### config.mk
export PLATFORM = sky130hd
export DESIGN_NAME = sbs_serial
export DESIGN_NICKNAME = d
export VERILOG_FILES = /design/src/core/sbs_pkg.sv /design/src/core/sbs_serial.sv
export SDC_FILE = /design/constraint.sdc
export NUM_CORES = 1
export LEC_CHECK = 0
export BUFFER_PORTS_ARGS = -buffer_cell sky130_fd_sc_hd__buf_2
export CAP_MARGIN = 5
export CORE_MARGIN = 5
export CORE_UTILIZATION = 49
export DETAILED_ROUTE_END_ITERATION = 8
export PLACE_DENSITY_LB_ADDON = 0.3
export SLEW_MARGIN = 15
export SYNTH_ARGS = -nofsm -noshare
export SYNTH_HDL_FRONTEND = slang
export SYNTH_SLANG_ARGS = --single-unit
export TNS_END_PERCENT = 1
### constraint.sdc
create_clock -name clk -period 2.6 [get_ports clk]
set_input_delay 0.26 -clock clk [delete_from_list [all_inputs] [get_ports clk]]
set_output_delay 0.26 -clock clk [all_outputs]
set_load 0.01 [all_outputs]
### src/core/sbs_pkg.sv
// package: register map, field positions, reset values and state types of the break/sync serial block
package sbs_pkg;

  // ---------------------------------------------------------------
  // register map (byte addresses)
  // ---------------------------------------------------------------
  localparam int unsigned ADDR_W     = 8;
  localparam logic [7:0]  OFS_CTRL   = 8'h00;  // control bits
  localparam logic [7:0]  OFS_BAUD   = 8'h04;  // baud divisor
  localparam logic [7:0]  OFS_TXDATA = 8'h08;  // tx_holding_reg, write only
  localparam logic [7:0]  OFS_STATUS = 8'h0C;  // flags, read only
  localparam logic [7:0]  OFS_RXDATA = 8'h10;  // rx_holding_reg, read clears flags

  // ---------------------------------------------------------------
  // control register fields
  // ---------------------------------------------------------------
  localparam int unsigned CTRL_W    = 11;
  localparam int unsigned C_TRANSMIT_ENABLE    = 0;   // transmit_enable
  localparam int unsigned C_BRK     = 1;   // break_request
  localparam int unsigned C_SYNC    = 2;   // clocked_mode_select
  localparam int unsigned C_CLOCK_SOURCE_MASTER    = 3;   // clock_source_master
  localparam int unsigned C_PORT_ENABLE    = 4;   // port_enable
  localparam int unsigned C_SINGLE_RECEIVE_ENABLE    = 5;   // single_receive_enable
  localparam int unsigned C_CONTINUOUS_RECEIVE_ENABLE    = 6;   // continuous_receive_enable
  localparam int unsigned C_CLOCK_IDLE_POLARITY    = 7;   // clock_idle_polarity
  localparam int unsigned C_TX9     = 8;   // nine_bit_transmit
  localparam int unsigned C_NINTH_TX_BIT    = 9;   // ninth_tx_bit
  localparam int unsigned C_WUE     = 10;  // wake_on_break

  // status register fields
  localparam int unsigned S_SHIFT_EMPTY_FLAG    = 0;   // shift_empty_flag
  localparam int unsigned S_TX_HOLDING_EMPTY_FLAG    = 1;   // tx_holding_empty_flag
  localparam int unsigned S_RX_AVAILABLE_FLAG    = 2;   // rx_available_flag
  localparam int unsigned S_FRAMING_ERROR_FLAG    = 3;   // framing_error_flag

  // ---------------------------------------------------------------
  // reset values and frame shapes
  // ---------------------------------------------------------------
  localparam logic [CTRL_W-1:0] CTRL_RST  = 11'h000;
  localparam logic [15:0]       DIV_RST   = 16'h000F;   // half bit = divisor+1 clocks
  localparam logic [13:0]       BRK_FRAME = 14'h2000;   // start, twelve zeros, stop
  localparam logic [3:0]        BRK_BITS  = 4'hE;
  localparam logic [3:0]        ASY_BITS8 = 4'hA;
  localparam logic [3:0]        ASY_BITS9 = 4'hB;
  localparam logic [3:0]        SYN_BITS8 = 4'h8;
  localparam logic [3:0]        SYN_BITS9 = 4'h9;
  localparam logic [2:0]        RX_LAST   = 3'h7;

  // ---------------------------------------------------------------
  // types
  // ---------------------------------------------------------------
  typedef enum logic [0:0] {TX_IDLE = 1'b0, TX_SHIFT = 1'b1} sbs_txst_t;
  typedef enum logic [1:0] {RX_IDLE = 2'b00, RX_START = 2'b01, RX_DATA = 2'b10, RX_STOP = 2'b11} sbs_rxst_t;

  typedef struct packed {
    logic data_out;
    logic data_oe;
    logic clk_out;
    logic clk_oe;
  } sbs_pins_t;

  localparam sbs_pins_t PINS_RST = '{data_out: 1'b1, data_oe: 1'b0, clk_out: 1'b1, clk_oe: 1'b0};

  typedef struct packed {
    logic              pready;
    logic              pslverr;
    logic [31:0]       prdata;
    logic [CTRL_W-1:0] ctrl;
    logic [15:0]       div;
    logic [7:0]        hold;
    logic              hold_full;
    logic              hold_brk;
    logic              hold_9;
    sbs_txst_t         tx;
    logic [13:0]       sh;
    logic [3:0]        nbits;
    logic              brk;
    logic [15:0]       tcnt;
    logic              tph;
    logic              shift_empty_flag;
    logic              tx_holding_empty_flag;
    sbs_rxst_t         rx;
    logic [16:0]       rcnt;
    logic [2:0]        ridx;
    logic [7:0]        rsh;
    logic [7:0]        rdata;
    logic              rx_available_flag;
    logic              framing_error_flag;
    logic              rx_m;
    logic              rx_s;
    logic              rx_d;
    sbs_pins_t         pins;
  } sbs_state_t;

endpackage : sbs_pkg

### src/core/sbs_serial.sv
// module: break and clocked-master transmitter with break receiver, APB register slave
//
// Function
// - break is start, twelve zeros, stop
// - tx write with break set sends zeros
// - hardware clears break_request after stop bit
// - next character waits, sent after break
// - shift_empty_flag tracks break like characters
// - tx_holding_empty_flag sets when holding empties
// - received break sets both flags, data zero
// - wake: falling edge event, then next byte
// - clocked mode sends no start/stop bits
// - clocked mode half duplex, one data line
// - master when mode, source, enable set
// - transmit only with both receive enables clear
// - master drives clock pin, driver auto-enabled
// - one clock cycle per data bit only
// - polarity selects idle level and change edge
// - master transmit enables data and clock drivers
// - new character waits for previous last bit
// - empty shift register loads character at once
// - data changes on leading edge, held
// - wake_on_break cleared on break-ending rise
//
// Added by the designer: the address map and register access over APB.
`timescale 1ns/1ps
module sbs_serial
  import sbs_pkg::*;
(
  // clock and reset
  input  wire logic              clk,
  input  wire logic              arst_n,
  // apb slave
  input  wire logic              psel,
  input  wire logic              penable,
  input  wire logic              pwrite,
  input  wire logic [ADDR_W-1:0] paddr,
  input  wire logic [31:0]       pwdata,
  output logic      [31:0]       prdata,
  output logic                   pready,
  output logic                   pslverr,
  // serial pins
  input  wire logic              data_line_i,
  output logic                   data_line_o,
  output logic                   data_line_oe,
  output logic                   clock_line_o,
  output logic                   clock_line_oe
);

  // ---------------------------------------------------------------
  // state and decode helpers
  // ---------------------------------------------------------------
  sbs_state_t s_r, s_nxt;
  logic       acc, wr, rd, mst, mst_tx, tx_go, rx_en, wake_on;
  logic       bit_end, last_bit, load, fall, rise, wr_ctrl;

  // outputs straight from the state flops
  assign prdata        = s_r.prdata;
  assign pready        = s_r.pready;
  assign pslverr       = s_r.pslverr;
  assign data_line_o   = s_r.pins.data_out;
  assign data_line_oe  = s_r.pins.data_oe;
  assign clock_line_o  = s_r.pins.clk_out;
  assign clock_line_oe = s_r.pins.clk_oe;

  // ---------------------------------------------------------------
  // next-state logic
  // ---------------------------------------------------------------
  always_comb begin
    s_nxt   = s_r;
    // data line synchroniser, first stage feeds only the second
    s_nxt.rx_m = data_line_i;
    s_nxt.rx_s = s_r.rx_m;
    s_nxt.rx_d = s_r.rx_s;
    fall    = s_r.rx_d & ~s_r.rx_s;
    rise    = ~s_r.rx_d & s_r.rx_s;

    // mode decode
    mst     = s_r.ctrl[C_PORT_ENABLE] & s_r.ctrl[C_SYNC] & s_r.ctrl[C_CLOCK_SOURCE_MASTER];
    mst_tx  = mst & ~s_r.ctrl[C_SINGLE_RECEIVE_ENABLE] & ~s_r.ctrl[C_CONTINUOUS_RECEIVE_ENABLE];
    tx_go   = s_r.ctrl[C_TRANSMIT_ENABLE] & (mst_tx | (s_r.ctrl[C_PORT_ENABLE] & ~s_r.ctrl[C_SYNC]));
    rx_en   = s_r.ctrl[C_PORT_ENABLE] & ~s_r.ctrl[C_SYNC] & s_r.ctrl[C_CONTINUOUS_RECEIVE_ENABLE];
    wake_on = s_r.ctrl[C_PORT_ENABLE] & ~s_r.ctrl[C_SYNC] & s_r.ctrl[C_WUE];

    // apb: access phase answered one cycle later, then taken
    acc     = psel & penable;
    wr      = acc & s_r.pready & pwrite;
    rd      = acc & s_r.pready & ~pwrite;
    wr_ctrl = wr & (paddr == OFS_CTRL);
    s_nxt.pready  = acc & ~s_r.pready;
    s_nxt.pslverr = 1'b0;
    if (acc & ~s_r.pready) begin
      s_nxt.prdata = 32'h0000_0000;
      if (paddr == OFS_CTRL) begin
        s_nxt.prdata[CTRL_W-1:0] = s_r.ctrl;
      end else if (paddr == OFS_BAUD) begin
        s_nxt.prdata[15:0] = s_r.div;
      end else if (paddr == OFS_STATUS) begin
        s_nxt.prdata[S_SHIFT_EMPTY_FLAG] = s_r.shift_empty_flag;
        s_nxt.prdata[S_TX_HOLDING_EMPTY_FLAG] = s_r.tx_holding_empty_flag;
        s_nxt.prdata[S_RX_AVAILABLE_FLAG] = s_r.rx_available_flag;
        s_nxt.prdata[S_FRAMING_ERROR_FLAG] = s_r.framing_error_flag;
      end else if (paddr == OFS_RXDATA) begin
        s_nxt.prdata[7:0] = s_r.rdata;
      end else if (paddr != OFS_TXDATA) begin
        s_nxt.pslverr = 1'b1;                   // unmapped address
      end
    end

    // reading received data clears its flags; a set below wins
    if (rd && paddr == OFS_RXDATA) begin
      s_nxt.rx_available_flag = 1'b0;
      s_nxt.framing_error_flag = 1'b0;
    end

    // transmitter: half-bit timer, two halves per bit
    bit_end  = (s_r.tx == TX_SHIFT) & (s_r.tcnt == 16'h0000) & s_r.tph;
    last_bit = (s_r.nbits == 4'h1);
    load     = 1'b0;
    case (s_r.tx)
      TX_IDLE: begin
        if (tx_go && s_r.hold_full) begin
          load = 1'b1;
        end
      end
      TX_SHIFT: begin
        if (!tx_go) begin
          s_nxt.tx = TX_IDLE;                   // disabled mid-character: abandon it
        end else if (s_r.tcnt != 16'h0000) begin
          s_nxt.tcnt = s_r.tcnt - 16'h0001;
        end else if (!s_r.tph) begin
          s_nxt.tph  = 1'b1;                    // trailing half of the bit
          s_nxt.tcnt = s_r.div;
        end else if (last_bit) begin
          s_nxt.tx = TX_IDLE;
          if (s_r.brk) begin
            s_nxt.ctrl[C_BRK] = 1'b0;
          end
          if (s_r.hold_full) begin
            load = 1'b1;
          end
        end else begin
          s_nxt.sh    = {1'b0, s_r.sh[13:1]};
          s_nxt.nbits = s_r.nbits - 4'h1;
          s_nxt.tph   = 1'b0;
          s_nxt.tcnt  = s_r.div;
        end
      end
      default: s_nxt.tx = TX_IDLE;
    endcase

    // move holding register into the shift register
    if (load) begin
      s_nxt.tx        = TX_SHIFT;
      s_nxt.hold_full = 1'b0;
      s_nxt.tx_holding_empty_flag      = 1'b1;
      s_nxt.brk       = s_r.hold_brk;
      s_nxt.tph       = 1'b0;
      s_nxt.tcnt      = s_r.div;
      if (s_r.ctrl[C_SYNC]) begin
        s_nxt.sh    = {5'h00, s_r.hold_9, s_r.hold};
        s_nxt.nbits = s_r.ctrl[C_TX9] ? SYN_BITS9 : SYN_BITS8;
      end else if (s_r.hold_brk) begin
        s_nxt.sh    = BRK_FRAME;
        s_nxt.nbits = BRK_BITS;
      end else if (s_r.ctrl[C_TX9]) begin
        s_nxt.sh    = {3'h0, 1'b1, s_r.hold_9, s_r.hold, 1'b0};
        s_nxt.nbits = ASY_BITS9;
      end else begin
        s_nxt.sh    = {4'h0, 1'b1, s_r.hold, 1'b0};
        s_nxt.nbits = ASY_BITS8;
      end
    end

    // write into the holding register, ignored while it is full
    if (wr && paddr == OFS_TXDATA && !s_r.hold_full) begin
      s_nxt.hold      = pwdata[7:0];
      s_nxt.hold_full = 1'b1;
      // a byte queued behind a running break is an ordinary character
      s_nxt.hold_brk  = s_r.ctrl[C_BRK] & s_r.ctrl[C_TRANSMIT_ENABLE] & ~s_r.ctrl[C_SYNC]
                        & ~((s_r.tx == TX_SHIFT) & s_r.brk);
      s_nxt.hold_9    = s_r.ctrl[C_NINTH_TX_BIT];
      s_nxt.tx_holding_empty_flag      = 1'b0;
    end
    s_nxt.shift_empty_flag = (s_nxt.tx == TX_IDLE);

    // receiver: start checked at half bit, data sampled mid-bit
    if (!rx_en && !wake_on) begin
      s_nxt.rx = RX_IDLE;
    end else begin
      case (s_r.rx)
        RX_IDLE: begin
          if (wake_on) begin
            if (fall) begin
              s_nxt.rx_available_flag = 1'b1;
            end
            if (rise) begin
              s_nxt.ctrl[C_WUE] = 1'b0;
            end
          end else if (fall) begin
            s_nxt.rx   = RX_START;
            s_nxt.rcnt = {1'b0, s_r.div};
          end
        end
        RX_START: begin
          if (s_r.rcnt != 17'h00000) begin
            s_nxt.rcnt = s_r.rcnt - 17'h00001;
          end else if (!s_r.rx_s) begin
            s_nxt.rx   = RX_DATA;
            s_nxt.rcnt = {s_r.div, 1'b1};
            s_nxt.ridx = 3'h0;
          end else begin
            s_nxt.rx = RX_IDLE;                 // glitch, not a start bit
          end
        end
        RX_DATA: begin
          if (s_r.rcnt != 17'h00000) begin
            s_nxt.rcnt = s_r.rcnt - 17'h00001;
          end else begin
            s_nxt.rsh  = {s_r.rx_s, s_r.rsh[7:1]};
            s_nxt.rcnt = {s_r.div, 1'b1};
            s_nxt.ridx = s_r.ridx + 3'h1;
            if (s_r.ridx == RX_LAST) begin
              s_nxt.rx = RX_STOP;
            end
          end
        end
        RX_STOP: begin
          if (s_r.rcnt != 17'h00000) begin
            s_nxt.rcnt = s_r.rcnt - 17'h00001;
          end else begin
            s_nxt.rdata = s_r.rsh;
            s_nxt.rx_available_flag  = 1'b1;
            s_nxt.framing_error_flag  = ~s_r.rx_s;
            s_nxt.rx    = RX_IDLE;
          end
        end
        default: s_nxt.rx = RX_IDLE;
      endcase
    end

    // software writes to control land last so a set beats a hardware clear
    if (wr_ctrl) begin
      s_nxt.ctrl = pwdata[CTRL_W-1:0];
    end
    if (wr && paddr == OFS_BAUD) begin
      s_nxt.div = pwdata[15:0];
    end

    // pins: clocked master drives the clock line, and the data line only in transmit; async drives tx on the clock line
    if (s_r.ctrl[C_SYNC]) begin
      s_nxt.pins.clk_oe   = mst;
      s_nxt.pins.clk_out  = s_r.ctrl[C_CLOCK_IDLE_POLARITY] ^ ((s_nxt.tx == TX_SHIFT) & ~s_nxt.tph);
      s_nxt.pins.data_oe  = mst_tx & s_r.ctrl[C_TRANSMIT_ENABLE];
      s_nxt.pins.data_out = (s_nxt.tx == TX_SHIFT) ? s_nxt.sh[0] : 1'b1;
    end else begin
      s_nxt.pins.clk_oe   = s_r.ctrl[C_PORT_ENABLE] & s_r.ctrl[C_TRANSMIT_ENABLE];
      s_nxt.pins.clk_out  = (s_nxt.tx == TX_SHIFT) ? s_nxt.sh[0] : 1'b1;
      s_nxt.pins.data_oe  = 1'b0;
      s_nxt.pins.data_out = 1'b1;
    end
  end

  // ---------------------------------------------------------------
  // state register
  // ---------------------------------------------------------------
  always_ff @(posedge clk or negedge arst_n) begin
    if (!arst_n) begin
      s_r           <= '0;
      s_r.ctrl      <= CTRL_RST;
      s_r.div       <= DIV_RST;
      s_r.tx        <= TX_IDLE;
      s_r.rx        <= RX_IDLE;
      s_r.shift_empty_flag      <= 1'b1;
      s_r.tx_holding_empty_flag      <= 1'b1;
      s_r.rx_m      <= 1'b1;
      s_r.rx_s      <= 1'b1;
      s_r.rx_d      <= 1'b1;
      s_r.pins      <= PINS_RST;
    end else begin
      s_r <= s_nxt;
    end
  end
endmodule : sbs_serial

Word level (Yosys, flattened, before mapping):

Index checks and enable logic that the tools add are counted.

* register bits: 142
* bits of input ports: 46
* output and inout port bits: 38
* word-level logic and storage cells: 217

* add/sub/neg operators: 4
* equality and inequality tests: 28
* multiplexer cells: 78
* bitwise operators: 38
* reduce and logical (&&, ||, !) cells: 35

Operators with widths (count)
* 2-to-1 mux 17 bit: 7
* 2-to-1 mux 19 bit: 5
* one-hot mux 19 bit (4 select lines): 1
* 2-to-1 mux 18 bit: 4
* 2-to-1 mux 37 bit: 1
* 2-to-1 mux 11 bit: 3
* 2-to-1 mux 33 bit: 1
* 2-to-1 mux 1 bit: 32
* nonzero test 2 bit: 13
* 2-to-1 mux 8 bit: 3
* AND 1 bit: 23
* != test 3 bit, second input constant: 7
* 2-to-1 mux 20 bit: 1
* 2-to-1 mux 2 bit: 9
* != test 2 bit, second input constant: 9
* nonzero test 17 bit: 1
* subtractor 17 x 1 -> 17 bit, second input constant: 1
* == test 8 x 4 -> 1 bit, second input constant: 2
* 2-to-1 mux 16 bit: 1
* nonzero test 16 bit: 1
* subtractor 16 x 1 -> 16 bit, second input constant: 1
* 2-to-1 mux 15 bit: 1
* AND reduction 5 bit: 3
* inverter 1 bit: 13
* other kinds (25): 40

Longest topological paths before layout:

Gate-level depths: netlist of the first run.

* depth after elaboration: 14
* mapped depth: 11
* mapped depth without buffers: 9

Least setup slack after synthesis of the first run:

Ideal clock, no wire load.

* path kind: register to register
* start: register s_r[28] (netlist bit)
* end: register s_r[36] (netlist bit)
* setup time: 134 ps
* data arrival time: 2693 ps
* required time: 2466 ps
* path slack: -227 ps
* stages on the path, launching flop included: 12
* path buffers: 3
* period minus slack after synthesis: 2827 ps
* cells stage by stage: dfrtp_1 > inv_1 > ha_1 > or4b_1 > buf_2 > or3_4 > or4_1 > buf_2 > and2_1 > buf_6 > a221oi_2 > o31ai_1

* longest elaborated chain between the ends: 3
* elaborated cells on any way between the ends: 9
* classes of those cells: add/sub (1); eq/ne (2); mux (4); reduce/logical (2)

RTL lines
* from (decl): RTL line sbs_serial.sv:53 `sbs_state_t s_r, s_nxt;`
* from (signal assigned): RTL line sbs_serial.sv:281 `s_r <= s_nxt;`
* subtractor 17 x 1 -> 17 bit or nonzero test 17 bit (tied branches)
* 2-to-1 mux 17 bit (tied with other cells): RTL line sbs_serial.sv:229 `if (s_r.rcnt != 17'h00000) begin`
* one-hot mux 19 bit (4 select lines) or AND reduction 5 bit (tied branches)

Parallel ways exist; a longest one is shown, timed or not. The select of a mux whose other input is x is not followed.
A chain may end at the register's enable or synchronous reset.

Final worst setup path of the first run:

* start: register s_r[28] (netlist bit)
* end: register s_r[33] (netlist bit)

The elaborated chain is that of the path after synthesis.

==> metrics, run 1 <==
Worst Max-Slew Pin Slew=0.6890 ns; Max rail drop VDD=around 540 µV; die width=between 100 and 150 µm; post-route ant nets=0; clock tree from TritonCTS=yes; I/O pins=84; Synth Area in Simple Gates=approximately 17%; cell taking the most area after synthesis=dfrtp_1; post-synthesis sequential area ratio=around half; Leak=~4.2 nW; port buffer count=~50; dpl cell area=8082 µm²; Compound-Gate Fraction of Synth Area=about 17%; R2R cell count=9; Synth Register Bits=roughly 140; nets@finish=890; syn avg cell area=just under 10 µm²; mux share of post-synthesis cell area=7.649%; yosys warns=0; GRT Resource Usage Total=between 20% and 30%; DR vias/cell=approximately 6.0; Num CTS Buffers=17; Worst Path Arrival=2.91 ns; DRC errors left=0; setup ws final=0.01138 ns; share of cells above drive strength 1=between 20 and 30%; Synth top area share=44.24%; Placeable Area=about 15000 µm²; required time of the worst setup path=2.92 ns; final setup fails=0; Pre-Repair DR Iteration Count=5; Post-DP HPWL=roughly 14000 µm; Clk Latency, worst-skew pair=~0.43 ns; Hold Path Class=input port to flop; final weighted congestion in routability-driven placement=~0.94; RSZ-0062 raised after global routing=true; overall power=about 0.0047 W; ant diodes=0; global-route wire length before repair=32620 µm; Post-synth EDFFs=0; crit path max fanout=4; row count=45; die area=about 18000 µm²; post-synthesis adder-cell area fraction=1.689%; Post-Syn Area=between 7000 and 8000 µm²; vias in the first global route=6158; filler cell count=1227; synth top area cells=dfrtp_1 (44%), mux2_2 (6.8%), nand2_1 (4.7%); highest clock rate=around 390 MHz; final hold vios=0; Crit. End Element=flop; Die Y=133.0 µm; Worst setup SP type=flop; status=finished, final reports clean; Final min period=roughly 2.6 ns; CTS HTree Levels=4; fin cells=between 1000 and 1500; predominant post-synthesis flop cell=dfrtp_1; DRT iter0 DRCs=622; final clock skew=0.01072 ns; total global routing overflow=0; PD cells=about 530 nW/µm²; combinational family with the most area after synthesis=compound AO/OA/AOI/OAI gates; max-slew violations=0; Clock transition at path regs=approximately 0.070 ns; Layout Area Growth over Synthesis=19.40%; CTS Sinks=roughly 140; Final Cycle Share=roughly 100%; Post-Place Worst Slack=-0.1305 ns; Total Wirelength=20210 µm; Initial Utilization=49.29%; pin count of the biggest net entering global routing=between 60 and 70; post-route cell area=around 9000 µm²; initial antenna violation count=1; xor/xnor share of the synthesized area=under 10%; Syn Inst Count=approximately 750; hold depth=2; Root Driver=clkbuf_16; Setup CP Type=flop to flop; synth unique cells=between 60 and 70; max_cap viols=0; wire length per cell=19.53 µm; relative slew slack=54.02%; ys async rst share=100.0%; vias=between 6000 and 7000; Placed Cells incl. Taps=between 900 and 1000; Clock Tree Buf Depth=2
## sequential cells by signal (all words and copies together) (netlist names)
signal,count
s_r,118
prdata,16
s_nxt,2
clock_line_o,1
clock_line_oe,1
data_line_o,1
data_line_oe,1
pready,1
pslverr,1
## placed cells by master, fill, tap and decap left out, types with 19 or more instances in the layout
| cell type | n |
|---|---|
| dfrtp_1 | 131 |
| nor3_1 | 21 |
| buf_4 | 60 |
| a21oi_1 | 31 |
| nor2_1 | 54 |
| o21ai_0 | 47 |
| buf_2 | 50 |
| inv_1 | 19 |
| mux2_2 | 45 |
| nand2_1 | 91 |
## path summary, 6_finish.rpt
kind / from / endpoint / slack [ns]
worst min register to register: s_nxt[5] / s_nxt[4] / 0.36
worst max-delay path: s_r[28] / s_r[33] / 0.01
max in group asynchronous: arst_n / s_r[97] / 1.42
worst max register to register: s_r[28] / s_r[33] / 0.01
worst min-delay path: pwdata[12] / s_r[109] / 0.06
min in group asynchronous: arst_n / s_r[58] / 0.35
## stage by stage
| stage | hold slack [ns] | setup TNS, ns | utilization (%) |
|---|---|---|---|
| floorplan | -0.03559 | -1.957 | - |
| global placement | 0.2454 | -0.4639 | 53.76 |
| detailed placement | 0.2515 | -1.046 | 53.76 |
| CTS | 0.05280 | -0.03970 | 57.77 |
| global route | 0.06054 | -0.1963 | 58.85 |
| finish | 0.06075 | 0 | 58.85 |
## metal layers
| metal | GRT usage, % | vias up | share of wire [%] |
|---|---|---|---|
| met3 | 4.677 | 44 | 7.2 |
| met5 | 0 | - | 0.064 |
| li1 | - | 2860 | - |
| met2 | 36.06 | 277 | 47 |
| met1 | 31.76 | 3055 | 42 |
| met4 | 9.296 | 2 | 2.8 |
## worst max-delay path: stages, from the launching register on
cell and delay, ns:
dfrtp_1 0.39, inv_2 0.09, ha_4 0.12, or4b_4 0.46
or3_4 0.35, or4_4 0.43, buf_6 0.14, nand2_2 0.08
a211oi_1 0.05, o32a_1 0.36
## cell families (layout without fill, tap and decap cells)
group	Yosys count	in the layout
multiplexers	51	51
AND/OR/NAND/NOR	262	262
AO/OA/AOI/OAI	179	179
buffers and inverters	94	175
XOR/XNOR	12	12
adder cells (fa/ha/maj)	10	10
other	1	16
flip-flops	142	142
## area by class of cell
type	instances	area [µm²]	area share, %
Tap cell	188	235.2	2.659
Timing Repair Buffer	121	865.8	9.786
Multi-Input combinational cell	530	3530	39.90
Clock buffer	17	425.4	4.808
Inverter	22	82.58	0.9334
Sequential cell	142	3567	40.32
Clock inverter	15	141.4	1.598
## synth_stat cells (5+ instances only)
cell and instances:
a211oi_1 5, a21oi_1 31, a221o_1 8, a221oi_1 8, a221oi_2 9, a22oi_1 11
buf_2 6, buf_4 32, clkbuf_1 31, dfrtp_1 131, dfstp_2 11, ha_1 10
inv_1 21, mux2_2 45, mux2i_1 6, nand2_1 93, nand2b_1 5, nand3_1 18
nand4_1 5, nor2_1 54, nor2b_1 12, nor3_1 23, nor3b_1 7, nor4_1 12
o211ai_1 7, o21ai_0 47, o31ai_1 11, or3_1 5, or4_1 8, xnor2_1 5
xor2_1 7
## power by group
group	switching, W	leakage (nW)	internal (W)	total [W]
Clock	0.00108	0.273	0.00127	0.00235
Sequential	0.0000123	1.90	0.00223	0.00224
Combinational	0.000102	2.03	0.0000416	0.000144
Total	0.00120	4.20	0.00353	0.00473
## what timing repair did
action                                 CTS  global route
resized for setup                        5            19
setup endpoints to repair               27            65
endpoints found under the hold margin   48             0
hold buffers                             2             0
pin swaps                                0             2
buffers inserted                         0             7
Power figures use the tool's default switching activity.
==> inputs of run 2 (changes only) <==
==> constraint.sdc (replaced) <==
create_clock -name clk -period 2.5 [get_ports clk]
set_input_delay 0.25 -clock clk [delete_from_list [all_inputs] [get_ports clk]]
set_output_delay 0.25 -clock clk [all_outputs]
set_load 0.01 [all_outputs]
==> run 2 against run 1 <==
Compared with the run above:
- the flow now finishes with violations (negative setup slack)
- maximum frequency rose by 1.5%
- final cell count rose by 0.58%
- count of clock-buffer cells in the layout rose by 2
- sequential power rose by 4%
- wire length rose by 0.90%
- critical path depth did not move
- largest cell class is now multi-input combinational cells
- die area did not move
- register-to-register slack got worse by 0.06 ns
==> metrics, run 2 (synthesized netlist as in run 1, its figures left out) <==
status=finished, violations left (was finished, final reports clean); failing checks=negative setup slack; Setup CP Type=flop to flop (unchanged); die area=17680 µm² (unchanged); RSZ-0062 raised after global routing=true (unchanged); Final Cycle Share=102.0% (was 99.56%); I/O pins=84 (unchanged); overall power=0.005082 W (was 0.004729 W); Setup TNS=-0.1540 ns (was 0 ns); total global routing overflow=0 (unchanged); Worst Path Arrival=2.86 ns (was 2.91 ns); Placed Cells incl. Taps=1002 (was 994); initial antenna violation count=0 (was 1); max reg flops=118 (unchanged); required time of the worst setup path=2.81 ns (was 2.92 ns); Clock Tree Buf Depth=2 (unchanged); Final min period=2.551 ns (was 2.589 ns); max_cap viols=0 (unchanged); DRC errors left=0 (unchanged); wire length per cell=19.59 µm (was 19.53 µm); row count=45 (unchanged); PD cells=566.7 nW/µm² (was 534.6 nW/µm²); global-route wire length before repair=32750 µm (was 32620 µm); final hold vios=0 (unchanged); clock tree from TritonCTS=yes (unchanged); Hold Path Class=input port to flop (unchanged); share of cells above drive strength 1=30.36% (was 29.04%); Crit. End Element=flop (unchanged); final weighted congestion in routability-driven placement=0.9261 (was 0.9361); post-route ant nets=0 (unchanged); crit path max fanout=4 (unchanged); commonest non-fill, non-tap cells in the layout=dfrtp_1 (131), nand2_1 (90), buf_4 (64), nor2_1 (53), buf_2 (50) (was dfrtp_1 (131), nand2_1 (91), buf_4 (60), nor2_1 (54), buf_2 (50)); relative slew slack=39.73% (was 54.02%); GRT Resource Usage Total=23.32% (was 23.14%); max-slew violations=0 (unchanged); Clock transition at path regs=0.06 ns (was 0.07 ns); ant diodes=0 (unchanged); dpl cell area=8129 µm² (was 8082 µm²); DRT iter0 DRCs=712 (was 622); Clk Latency, worst-skew pair=0.43 ns (about the same); Final Hold Slack=0.05624 ns (was 0.06075 ns); Worst Max-Slew Pin Slew=0.8946 ns (was 0.6890 ns); DR vias/cell=6.058 (was 6.027); highest clock rate=392.0 MHz (was 386.3 MHz); Num CTS Buffers=17 (unchanged); port buffer count=51 (unchanged); die width=133.0 µm (unchanged); Worst setup SP type=flop (unchanged); post-route cell area=8969 µm² (was 8847 µm²); Post-DP HPWL=14060 µm (was 14260 µm); vias in the first global route=6233 (was 6158); Layout Area Growth over Synthesis=21.04% (was 19.40%); final clock skew=0.01102 ns (was 0.01072 ns); CTS Sinks=142 (unchanged); vias=6306 (was 6238); Placeable Area=15030 µm² (unchanged); pin count of the biggest net entering global routing=79 (was 65); Initial Utilization=49.29% (unchanged); Leak=4.278 nW (was 4.202 nW); Total Wirelength=20390 µm (was 20210 µm); most common library cell in the layout ignoring fill and taps=dfrtp_1 (unchanged); Root Driver=clkbuf_16 (unchanged); filler cell count=1218 (was 1227); final setup fails=7 (was 0); nets@finish=896 (was 890); Pre-Repair DR Iteration Count=6 (was 5); Max rail drop VDD=605.1 µV (was 538.7 µV); fin cells=1041 (was 1035); Die Y=133.0 µm (unchanged); Most flops, register=s_r (unchanged); CTS HTree Levels=4 (unchanged); setup ws final=-0.05109 ns (was 0.01138 ns)
==> run 2: path summary, 6_finish.rpt <==
path | slack [ns] | depth (start not counted) | endpoint | start
setup reg to reg | -0.05 | 9 | s_r[33] | s_r[28]
min in group asynchronous | 0.28 | 2 | s_r[59] | arst_n
max in group asynchronous | 1.44 | 3 | s_r[98] | arst_n
hold / removal | 0.06 | 2 | s_r[110] | pwdata[13]
setup / recovery | -0.05 | 9 | s_r[33] | s_r[28]
hold reg to reg | 0.36 | 0 | s_nxt[4] | s_nxt[5]
==> run 2: worst max-delay path, cell delays in order (launching register included) <==
cell and delay [ns]:
dfrtp_1 0.39, inv_2 0.08, ha_4 0.13, or4b_4 0.47
or3_4 0.36, or4_4 0.45, buf_6 0.15, nand2_2 0.07
a211oi_1 0.05, o32a_1 0.30
==> run 2: area by class of cell <==
| cell class | instances | area [µm²] | area share, % |
|---|---|---|---|
| Clock inverter | 13 | 151.4 | 1.688 |
| Tap cell | 188 | 235.2 | 2.623 |
| Timing Repair Buffer | 126 | 889.6 | 9.919 |
| Inverter | 22 | 82.58 | 0.9208 |
| Sequential cell | 142 | 3567 | 39.77 |
| Clock buffer | 19 | 452.9 | 5.050 |
| Multi-Input combinational cell | 531 | 3590 | 40.03 |
==> run 2: routing by layer <==
metal	part of all wire [%]	global-route usage, %	vias to the layer above
li1	-	-	2871
met2	48	37.53	235
met5	0	0	-
met4	3.3	8.661	0
met3	6.9	5.019	45
met1	41	31.07	3155
==> run 2: repair_timing <==
action | 4_1_cts | 5_1_grt
hold endpoints to repair | 31 | 0
gates resized for setup | 19 | 20
hold buffers | 2 | 0
setup buffers | 2 | 2
endpoints found under the setup margin | 50 | 63
cloned | 0 | 1
pin swaps | 2 | 2
==> run 2: metrics by stage <==
| stage | setup WS [ns] | utilization (%) |
|---|---|---|
| finish | -0.05109 | 59.66 |
| global route | -0.1450 | 59.66 |
| CTS | -0.04194 | 58.88 |
| detailed placement | -0.2438 | 54.07 |
| global placement | -0.1530 | 54.07 |
| floorplan | -0.2926 | - |
==> run 2: where the power goes <==
part	switching, W	total (W)	internal [W]
clock network	0.00106	0.00260	0.00154
logic	0.000105	0.000149	0.0000436
registers	0.0000130	0.00233	0.00232
total	0.00118	0.00508	0.00390
